==> config.mk <==
export PLATFORM = sky130hd
export DESIGN_NAME = dfr_top
export DESIGN_NICKNAME = d
export VERILOG_FILES = /design/src/design/dfr_top.v
export VERILOG_INCLUDE_DIRS = /design/src /design/src/design
export SDC_FILE = /design/constraint.sdc
export NUM_CORES = 2
export LEC_CHECK = 0
export BUFFER_PORTS_ARGS = -buffer_cell sky130_fd_sc_hd__buf_2
export CORE_MARGIN = 2
export CORE_UTILIZATION = 64
export DETAILED_ROUTE_END_ITERATION = 10
export HOLD_SLACK_MARGIN = 0.05
export PLACE_DENSITY = 0.95
export RECOVER_POWER = 100
export SLEW_MARGIN = 5
export SYNTH_ARGS = -nofsm -noshare
export SYNTH_HDL_FRONTEND = slang
export SYNTH_SLANG_ARGS = --single-unit
==> constraint.sdc <==
create_clock -name sys_clk_i -period 50.5 [get_ports sys_clk_i]
set_input_delay 7.575 -clock sys_clk_i [delete_from_list [all_inputs] [get_ports sys_clk_i]]
set_output_delay 7.575 -clock sys_clk_i [all_outputs]
set_load 0.02 [all_outputs]
==> src/design/dfr_defines.vh <==
// Purpose: shared constants of the frequency reference / ramp block
// Assumes: frequency in 0.01 Hz, percent in 0.1 %, time in 0.1 s
// Notes: definitions only, no logic
`ifndef DFR_DEFINES_VH
`define DFR_DEFINES_VH

// ==========================================================
// terminal function codes
`define DFR_FN_JOG_FWD 8'h06
`define DFR_FN_JOG_REV 8'h07
`define DFR_FN_RSEL1 8'h0a
`define DFR_FN_ESTOP 8'h0e
`define DFR_FN_BBLOCK 8'h0f
`define DFR_FN_RSEL2 8'h1e

// ==========================================================
// scaling
`define DFR_FREQ_CEIL 16'h9c40
`define DFR_PCT_DIV 27'h00003e8
`define DFR_ADC_MAX 12'hfff
`define DFR_ADC_SHIFT 12

// ==========================================================
// mode settings
`define DFR_MINMODE_HOLD 1'b1
`define DFR_FLOOR_ZERO 1'b1
`define DFR_POL_INVERT 1'b1
`define DFR_AUX_AS_FREQ 8'h00
`define DFR_SRC_KEYPAD 2'h0
`define DFR_SRC_AIN1 2'h1
`define DFR_SRC_AIN2 2'h2

// ==========================================================
// defaults and timing
`define DFR_SIZE_SMALL 2'h0
`define DFR_SIZE_MEDIUM 2'h1
`define DFR_DEF_T_SMALL 16'h0064
`define DFR_DEF_T_MEDIUM 16'h0096
`define DFR_DEF_T_LARGE 16'h00c8
`define DFR_JOG_DEFAULT 16'h0258
`define DFR_TENTH_S_NS 100000000
`define DFR_CLK_PERIOD_NS 100

`endif

==> src/design/dfr_top.v <==
// Purpose: frequency reference limits, ramp pair select, jog,
//          emergency stop, base block and ramp generator
// Assumes: all inputs synchronous to sys_clk_i, settings static
// Notes: one ramp step of 0.01 Hz at most per clock; a zero ramp time jumps, base block cuts to 0 Hz
`timescale 1ns/100ps
`default_nettype none
`include "dfr_defines.vh"

// What this block does
// - below minimum in warn mode raises warning
// - below minimum in hold mode runs minimum
// - sleep floor: lower limit or 0 Hz
// - clamp to upper limit percent of fmax
// - clamp to lower limit percent of fmax
// - start ramps to lower limit, at least minimum
// - upper below lower flags range error
// - limits apply to every reference source
// - frequency ceiling never above 400 Hz
// - ramp times span zero to full fmax
// - default ramp time follows drive size
// - two select inputs pick ramp pair
// - switch-over frequency picks pair one or four
// - digital pair select overrides switch-over
// - jog ramp times span full fmax
// - terminal jog runs at jog frequency
// - emergency stop decelerates and shows indication
// - base block cuts output, motor coasts
// - analog polarity normal or inverted
// - aux analog used only in aux mode
module dfr_top #(
    parameter [35:0] CYC_PER_TENTH = `DFR_TENTH_S_NS / `DFR_CLK_PERIOD_NS
) (
    input wire sys_clk_i,
    input wire rst_i,
    input wire [5:0] term_i,
    input wire [47:0] term_func_i,
    input wire term_run_sel_i,
    input wire run_cmd_i,
    input wire run_rev_i,
    input wire motor_sel_i,
    input wire [15:0] fmax1_i,
    input wire [15:0] fmax2_i,
    input wire [15:0] fmin1_i,
    input wire [15:0] fmin2_i,
    input wire [10:0] upper_pct_i,
    input wire [10:0] lower_pct_i,
    input wire min_freq_mode_i,
    input wire sleep_i,
    input wire sleep_floor_sel_i,
    input wire [1:0] ref_src_i,
    input wire [15:0] keypad_freq_i,
    input wire [11:0] analog_voltage_input_i,
    input wire [11:0] analog_aux_input_i,
    input wire analog_polarity_i,
    input wire [7:0] aux_mode_i,
    input wire [15:0] accel_time_first_i,
    input wire [15:0] decel_time_first_i,
    input wire [15:0] accel_time_second_i,
    input wire [15:0] decel_time_second_i,
    input wire [15:0] accel_time_third_i,
    input wire [15:0] decel_time_third_i,
    input wire [15:0] accel_time_fourth_i,
    input wire [15:0] decel_time_fourth_i,
    input wire [15:0] switch_freq_i,
    input wire [15:0] jog_freq_i,
    input wire [15:0] jog_accel_time_i,
    input wire [15:0] jog_decel_time_i,
    input wire [15:0] estop_time_i,
    input wire [1:0] size_class_i,
    output wire [15:0] out_freq_o,
    output wire out_rev_o,
    output wire out_enable_o,
    output wire below_min_freq_warning_o,
    output wire limit_range_error_o,
    output wire emergency_stop_indication_o,
    output wire [1:0] ramp_pair_o,
    output wire jog_active_o,
    output wire [15:0] default_ramp_time_o,
    output wire [15:0] default_jog_freq_o
);

// ==========================================================
// states, one-hot
localparam [3:0] ST_IDLE = 4'h1; // output off, waiting
localparam [3:0] ST_RUN = 4'h2; // normal or jog run
localparam [3:0] ST_ESTOP = 4'h4; // emergency ramp down
localparam [3:0] ST_COAST = 4'h8; // output cut

// ==========================================================
// terminal function decode
wire [5:0] asg_jf, asg_jr, asg_rs1, asg_rs2, asg_es, asg_bb;
genvar gi;
generate
    for (gi = 0; gi < 6; gi = gi + 1) begin : g_term
        // compare each terminal's assigned code
        assign asg_jf[gi] = term_func_i[8*gi+:8] == `DFR_FN_JOG_FWD;
        assign asg_jr[gi] = term_func_i[8*gi+:8] == `DFR_FN_JOG_REV;
        assign asg_rs1[gi] = term_func_i[8*gi+:8] == `DFR_FN_RSEL1;
        assign asg_rs2[gi] = term_func_i[8*gi+:8] == `DFR_FN_RSEL2;
        assign asg_es[gi] = term_func_i[8*gi+:8] == `DFR_FN_ESTOP;
        assign asg_bb[gi] = term_func_i[8*gi+:8] == `DFR_FN_BBLOCK;
    end
endgenerate

wire jog_fwd = |(asg_jf & term_i); // forward jog request
wire jog_rev = |(asg_jr & term_i); // reverse jog request
wire rsel1 = |(asg_rs1 & term_i); // ramp select bit 0
wire rsel2 = |(asg_rs2 & term_i); // ramp select bit 1
wire estop_in = |(asg_es & term_i); // emergency stop request
wire bblock_in = |(asg_bb & term_i); // base block request
// jog only honoured under terminal run control
wire jog_req = term_run_sel_i & (jog_fwd | jog_rev);

// ==========================================================
// motor selection and limits
wire [15:0] fmax_raw = motor_sel_i ? fmax2_i : fmax1_i;
wire [15:0] fmin = motor_sel_i ? fmin2_i : fmin1_i;
// fmax above the ceiling would let every derived limit pass it
wire [15:0] fmax = (fmax_raw > `DFR_FREQ_CEIL) ?
    `DFR_FREQ_CEIL : fmax_raw;

wire [26:0] up_prod = fmax * upper_pct_i;
wire [26:0] lo_prod = fmax * lower_pct_i;
wire [26:0] up_q = up_prod / `DFR_PCT_DIV;
wire [26:0] lo_q = lo_prod / `DFR_PCT_DIV;
// 109 % of fmax can pass 400 Hz, so cap both limits
wire [15:0] upper_f = (up_q > {11'h000, `DFR_FREQ_CEIL}) ?
    `DFR_FREQ_CEIL : up_q[15:0];
wire [15:0] lower_f = (lo_q > {11'h000, `DFR_FREQ_CEIL}) ?
    `DFR_FREQ_CEIL : lo_q[15:0];
wire range_err = upper_pct_i < lower_pct_i;

// ==========================================================
// analog scaling
wire ana_inv = analog_polarity_i == `DFR_POL_INVERT;
wire [11:0] a1 = ana_inv ?
    (`DFR_ADC_MAX - analog_voltage_input_i) :
    analog_voltage_input_i;
wire [11:0] a2 = ana_inv ?
    (`DFR_ADC_MAX - analog_aux_input_i) :
    analog_aux_input_i;
// stretch 0..4095 onto 0..4096 so full scale is exactly fmax
wire [12:0] a1s = {1'b0, a1} + {12'h000, a1[11]};
wire [12:0] a2s = {1'b0, a2} + {12'h000, a2[11]};
wire [28:0] a1p = fmax * a1s;
wire [28:0] a2p = fmax * a2s;
wire [15:0] ana1_f = a1p[`DFR_ADC_SHIFT+15:`DFR_ADC_SHIFT];
wire [15:0] ana2_f = (aux_mode_i == `DFR_AUX_AS_FREQ) ?
    a2p[`DFR_ADC_SHIFT+15:`DFR_ADC_SHIFT] : 16'h0000;

// ==========================================================
// reference select, clamp and minimum handling
reg [15:0] ref_raw; // selected reference
always @* begin
    case (ref_src_i)
        `DFR_SRC_AIN1: ref_raw = ana1_f;
        `DFR_SRC_AIN2: ref_raw = ana2_f;
        default: ref_raw = keypad_freq_i;
    endcase
end

// one clamp serves every source, jog included
function [15:0] dfr_clamp;
    input [15:0] f;
    input [15:0] hi;
    input [15:0] lo;
    begin
        if (f > hi) begin
            dfr_clamp = hi;
        end else if (f < lo) begin
            dfr_clamp = lo;
        end else begin
            dfr_clamp = f;
        end
    end
endfunction

wire [15:0] ref_c = dfr_clamp(ref_raw, upper_f, lower_f);
wire [15:0] jog_c = dfr_clamp(jog_freq_i, upper_f, lower_f);
wire below_min = ref_c < fmin;
wire hold_min = min_freq_mode_i == `DFR_MINMODE_HOLD;
// a nonzero lower limit must still respect the motor minimum
wire lift_min = below_min &
    (hold_min | (lower_pct_i != 11'h000));
wire [15:0] run_f = lift_min ? fmin : ref_c;
// sleeping pins the loop output at its floor
wire [15:0] sleep_f = (sleep_floor_sel_i == `DFR_FLOOR_ZERO) ?
    16'h0000 : lower_f;
wire [15:0] norm_f = sleep_i ? sleep_f : run_f;

// ==========================================================
// ramp pair select
wire dig_sel = |(asg_rs1 | asg_rs2); // any select input assigned
wire [1:0] auto_pair = ((switch_freq_i != 16'h0000) &&
    (out_freq_o >= switch_freq_i)) ? 2'h3 : 2'h0;
wire [1:0] pair = dig_sel ? {rsel2, rsel1} : auto_pair;
reg [15:0] acc_t; // selected accel time
reg [15:0] dec_t; // selected decel time
always @* begin
    case (pair)
        2'h1: begin
            acc_t = accel_time_second_i;
            dec_t = decel_time_second_i;
        end
        2'h2: begin
            acc_t = accel_time_third_i;
            dec_t = decel_time_third_i;
        end
        2'h3: begin
            acc_t = accel_time_fourth_i;
            dec_t = decel_time_fourth_i;
        end
        default: begin
            acc_t = accel_time_first_i;
            dec_t = decel_time_first_i;
        end
    endcase
end

// ==========================================================
// state and ramp registers
reg [3:0] state_r, state_nxt;
reg [15:0] out_freq_r, out_freq_nxt;
reg [35:0] acc_r, acc_nxt; // ramp step accumulator
reg rev_r, rev_nxt;
reg jog_r, jog_nxt;
reg en_r, en_nxt;
reg warn_r, err_r, esi_r;
reg [1:0] pair_r;
reg [15:0] def_t_r, def_jog_r;

wire want_rev = jog_r ? jog_rev : run_rev_i;
wire run_req = jog_r ? jog_req : run_cmd_i;

// ==========================================================
// target and ramp time for the current state
reg [15:0] tgt; // frequency being ramped to
reg [15:0] t_up; // accel time in use
reg [15:0] t_dn; // decel time in use
always @* begin
    tgt = 16'h0000;
    t_up = jog_r ? jog_accel_time_i : acc_t;
    t_dn = jog_r ? jog_decel_time_i : dec_t;
    case (state_r)
        ST_RUN: begin
            // reversal goes through zero first
            if (run_req && (want_rev == rev_r)) begin
                tgt = jog_r ? jog_c : norm_f;
            end
        end
        ST_ESTOP: begin
            t_dn = estop_time_i;
        end
        default: begin
            tgt = 16'h0000;
        end
    endcase
end

// ==========================================================
// linear ramp: add fmax per clock, step when a whole
// ramp time's worth of clocks has been covered
wire ramp_up = out_freq_r < tgt;
wire [35:0] den = (ramp_up ? t_up : t_dn) * CYC_PER_TENTH;
wire [36:0] acc_sum = {1'b0, acc_r} + {21'h000000, fmax};
wire [36:0] acc_left = acc_sum - {1'b0, den};
wire step = acc_sum >= {1'b0, den};
reg [15:0] ramp_f; // frequency after this clock's step
reg [35:0] ramp_acc; // accumulator after this clock
always @* begin
    ramp_f = out_freq_r;
    ramp_acc = 36'h000000000;
    if (out_freq_r == tgt) begin
        ramp_acc = 36'h000000000;
    end else if (den == 36'h000000000) begin
        ramp_f = tgt; // zero time: jump
    end else if (step) begin
        ramp_acc = acc_left[35:0];
        ramp_f = ramp_up ? out_freq_r + 16'h0001 :
            out_freq_r - 16'h0001;
    end else begin
        ramp_acc = acc_sum[35:0];
    end
end

// ==========================================================
// run sequencing
always @* begin
    state_nxt = state_r;
    out_freq_nxt = ramp_f;
    acc_nxt = ramp_acc;
    rev_nxt = rev_r;
    jog_nxt = jog_r;
    en_nxt = en_r;
    if (bblock_in) begin
        // no ramp: output is cut in the same clock
        state_nxt = ST_COAST;
        out_freq_nxt = 16'h0000;
        acc_nxt = 36'h000000000;
        en_nxt = 1'b0;
    end else begin
        case (state_r)
            ST_IDLE: begin
                out_freq_nxt = 16'h0000;
                acc_nxt = 36'h000000000;
                en_nxt = 1'b0;
                if (estop_in) begin
                    state_nxt = ST_ESTOP;
                end else if (run_cmd_i) begin
                    state_nxt = ST_RUN;
                    rev_nxt = run_rev_i;
                    jog_nxt = 1'b0;
                    en_nxt = 1'b1;
                end else if (jog_req) begin
                    state_nxt = ST_RUN;
                    rev_nxt = jog_rev;
                    jog_nxt = 1'b1;
                    en_nxt = 1'b1;
                end
            end
            ST_RUN: begin
                if (estop_in) begin
                    state_nxt = ST_ESTOP;
                end else if (out_freq_r == 16'h0000) begin
                    if (!run_req) begin
                        state_nxt = ST_IDLE;
                        en_nxt = 1'b0;
                    end else if (want_rev != rev_r) begin
                        rev_nxt = want_rev;
                    end
                end
            end
            ST_ESTOP: begin
                if (out_freq_r == 16'h0000) begin
                    en_nxt = 1'b0;
                    // a held run command must not restart
                    if (!run_cmd_i && !jog_req && !estop_in) begin
                        state_nxt = ST_IDLE;
                    end
                end
            end
            ST_COAST: begin
                out_freq_nxt = 16'h0000;
                acc_nxt = 36'h000000000;
                en_nxt = 1'b0;
                // a stop input still held must not be lost here
                state_nxt = estop_in ? ST_ESTOP : ST_IDLE;
            end
            default: begin
                state_nxt = ST_IDLE;
                out_freq_nxt = 16'h0000;
                en_nxt = 1'b0;
            end
        endcase
    end
end

// ==========================================================
// state registers
always @(posedge sys_clk_i) begin
    if (rst_i) begin
        state_r <= ST_IDLE;
        out_freq_r <= 16'h0000;
        acc_r <= 36'h000000000;
        rev_r <= 1'b0;
        jog_r <= 1'b0;
        en_r <= 1'b0;
    end else begin
        state_r <= state_nxt;
        out_freq_r <= out_freq_nxt;
        acc_r <= acc_nxt;
        rev_r <= rev_nxt;
        jog_r <= jog_nxt;
        en_r <= en_nxt;
    end
end

// ==========================================================
// status registers
always @(posedge sys_clk_i) begin
    if (rst_i) begin
        warn_r <= 1'b0;
        err_r <= 1'b0;
        esi_r <= 1'b0;
        pair_r <= 2'h0;
        def_t_r <= `DFR_DEF_T_SMALL;
        def_jog_r <= `DFR_JOG_DEFAULT;
    end else begin
        warn_r <= below_min & ~hold_min;
        err_r <= range_err;
        esi_r <= state_nxt == ST_ESTOP;
        pair_r <= pair;
        def_jog_r <= `DFR_JOG_DEFAULT;
        case (size_class_i)
            `DFR_SIZE_SMALL: def_t_r <= `DFR_DEF_T_SMALL;
            `DFR_SIZE_MEDIUM: def_t_r <= `DFR_DEF_T_MEDIUM;
            default: def_t_r <= `DFR_DEF_T_LARGE;
        endcase
    end
end

assign out_freq_o = out_freq_r;
assign out_rev_o = rev_r;
assign out_enable_o = en_r;
assign below_min_freq_warning_o = warn_r;
assign limit_range_error_o = err_r;
assign emergency_stop_indication_o = esi_r;
assign ramp_pair_o = pair_r;
assign jog_active_o = jog_r;
assign default_ramp_time_o = def_t_r;
assign default_jog_freq_o = def_jog_r;

endmodule // dfr_top
`default_nettype wire

==> run metrics <==
worst-margin pin slew 2310 ps; vias 53.3k; hold path depth 2; initial antenna violation count 32; failing checks DRC, capacitance limit, slew limit; Max Clock Skew 12.8 ps; relative max-transition margin -56.4%; total gr overflow 0; most common cell in the netlist inv_1; Final Max Slew Viols 5; drt drc 2; Fillers 6195; Hold Vio Cnt, Final 0; Post-synth EDFFs 0; Post-Synthesis Cells 6677; fin crit period 47930 ps; Final nets 8488; post-route clock period utilization 94.9%; clk sinks 70; Post-CTS Hold Buffers 0; CTS tree done; vias in the first global route 53.4k; IO Count 466; Post-synth top cells 851 x inv_1, 778 x nand2_1, 611 x fa_1; largest net degree at the start of global routing 74; final wirelength 184000 um; first-pass GRT wire length 286000 um; ratio of cells with drive above 1 in the final layout 10.6%; Avg WL per Cell 23.0 um; die height 287 um; Core Area 0.0791 mm^2; CTS Buf Count 9; Port Buffers 440; Cell variety after synth 141; Die X 287 um; delay of the slowest critical-path stage 750 ps; Clock Path Buffers 2; fraction of registers with async set/reset 0%; Vias/cell 6.67; Critical Path Start Type input port; CP Data Required Time 50760 ps; Clock transition at path regs 80 ps; gr usage total 43.9%; DP HPWL 150000 um; CP max-delay cell nand2_1; Worst Path Max Fanout 73; setup total negative slack 0 ps; crit path kind in -> reg; outcome finished with violations; Synth warnings 0; number of synthesized register bits 70; post-detailed-route count of antenna-violating nets 0; post-synth top area share 23.9%; syn avg cell area 7.67 um^2; Post-CTS Setup Bufs 0; area grow syn2layout 6.54%; Cell Area, Synth 0.0512 mm^2; largest area contributor in the netlist fa_1; htree depth 3; Seq/Total Area, Yosys 2.74%; Hold WC Path Type reg -> reg; clock root cell clkbuf_16; Most used DFF post-synth dfxtp_1; reg2reg path depth 66; worst skew pair latency 380 ps; Post-CTS Resized 0; Fmax 20.9 MHz; die area 0.0823 mm^2; drt initial violations 5899; CP endpoint kind register; most frequent CP cell a21oi_1; Rows 103; global placement routability congestion 1.06; DRT Pass-1 Iters 11; number of max-cap violations 3; Initial Util 64.7%; final setup vio count 0; Area contributors post-synth fa_1 24%, ha_1 14%, inv_1 6.2%; Arrival @ worst endpoint 48190 ps
==> cell type report <==
type / instances / area, um^2 / share of cell area, %
multi-input combinational: 5439 / 45400 / 83.2
timing repair buffer: 534 / 2870 / 5.25
tap: 1050 / 1310 / 2.41
inverter: 860 / 3230 / 5.92
sequential: 70 / 1400 / 2.57
clock inverter: 7 / 76.3 / 0.140
antenna: 29 / 72.6 / 0.133
clock buffer: 9 / 225 / 0.413
==> final timing paths <==
path | from | end | slack, ps
min | out_rev_o$_SDFFE_PP0P_ | out_rev_o$_SDFFE_PP0P_ | 560
max reg2reg | out_freq_o[0]$_SDFFE_PP0P_ | out_freq_o[0]$_SDFFE_PP0P_ | 35470
min reg2reg | out_rev_o$_SDFFE_PP0P_ | out_rev_o$_SDFFE_PP0P_ | 560
max | motor_sel_i | out_freq_o[0]$_SDFFE_PP0P_ | 2570
==> placed cells by master (no fill, tap or decap), types with 96 or more instances in the layout <==
cell type and n:
inv_1 851, nand2_1 778, fa_1 611, ha_1 553, nor2_1 512, buf_2 407
a21oi_1 348, xnor2_1 247, o21ai_0 235, nand3_1 148, and2_1 148, nor3_1 128
a21o_1 127, mux2i_1 96
==> stage by stage <==
| stage | area, um^2 | worst slack (ps) | util, % | std cells | hold slack (ps) |
|---|---|---|---|---|---|
| CTS | 54500 | 1790 | 68.8 | 7969 | 551 |
| global placement | 54200 | 2190 | 68.4 | 7953 | 521 |
| finish | 54500 | 2570 | 68.9 | 7998 | 561 |
| global route | 54500 | -3.32 | 68.9 | 7988 | 602 |
| detailed placement | 54200 | 1560 | 68.4 | 7953 | 535 |
| floorplan | 51300 | 8830 | - | 6700 | 558 |
==> layer usage <==
metal / wire, um / vias up / part of all wire (%) / track usage (%)
li1: - / 23500 / - / -
met4: 17100 / 14 / 9.3 / 34.6
met1: 64100 / 25000 / 35 / 51.1
met3: 21200 / 1031 / 12 / 10.9
met5: 126 / - / 0.069 / 0.640
met2: 81300 / 3705 / 44 / 69.2
==> kinds of logic after synthesis <==
| kind of cell | share of synthesized area (%) |
|---|---|
| AOI/OAI and AO/OA | 21.1 |
| xor gates and xnor gates | 5.45 |
| adders and majority gates | 37.5 |
| buffers and inverters | 9.12 |
| DFF | 2.74 |
| muxes | 2.82 |
| other | 0.0147 |
| and+or+nand+nor | 21.3 |
==> flip-flops by register name, summed over array words and instances (netlist names), 2 cells and up <==
| name | cells |
|---|---|
| acc_r | 36 |
| state_r | 4 |
| default_ramp_time_o | 6 |
| out_freq_o | 16 |
| ramp_pair_o | 2 |
==> critical path: cells and delay by family <==
kind | cells | cell delay, ps
compound gates | 70 | 17170
simple gates | 31 | 8100
xor+xnor | 1 | 190
fa+ha+maj | 17 | 6920
mux | 8 | 2890
buf+inv | 22 | 5260
Power is not shown: default switching activity piles up to over one toggle a cycle in this logic, so the estimate is an artifact.
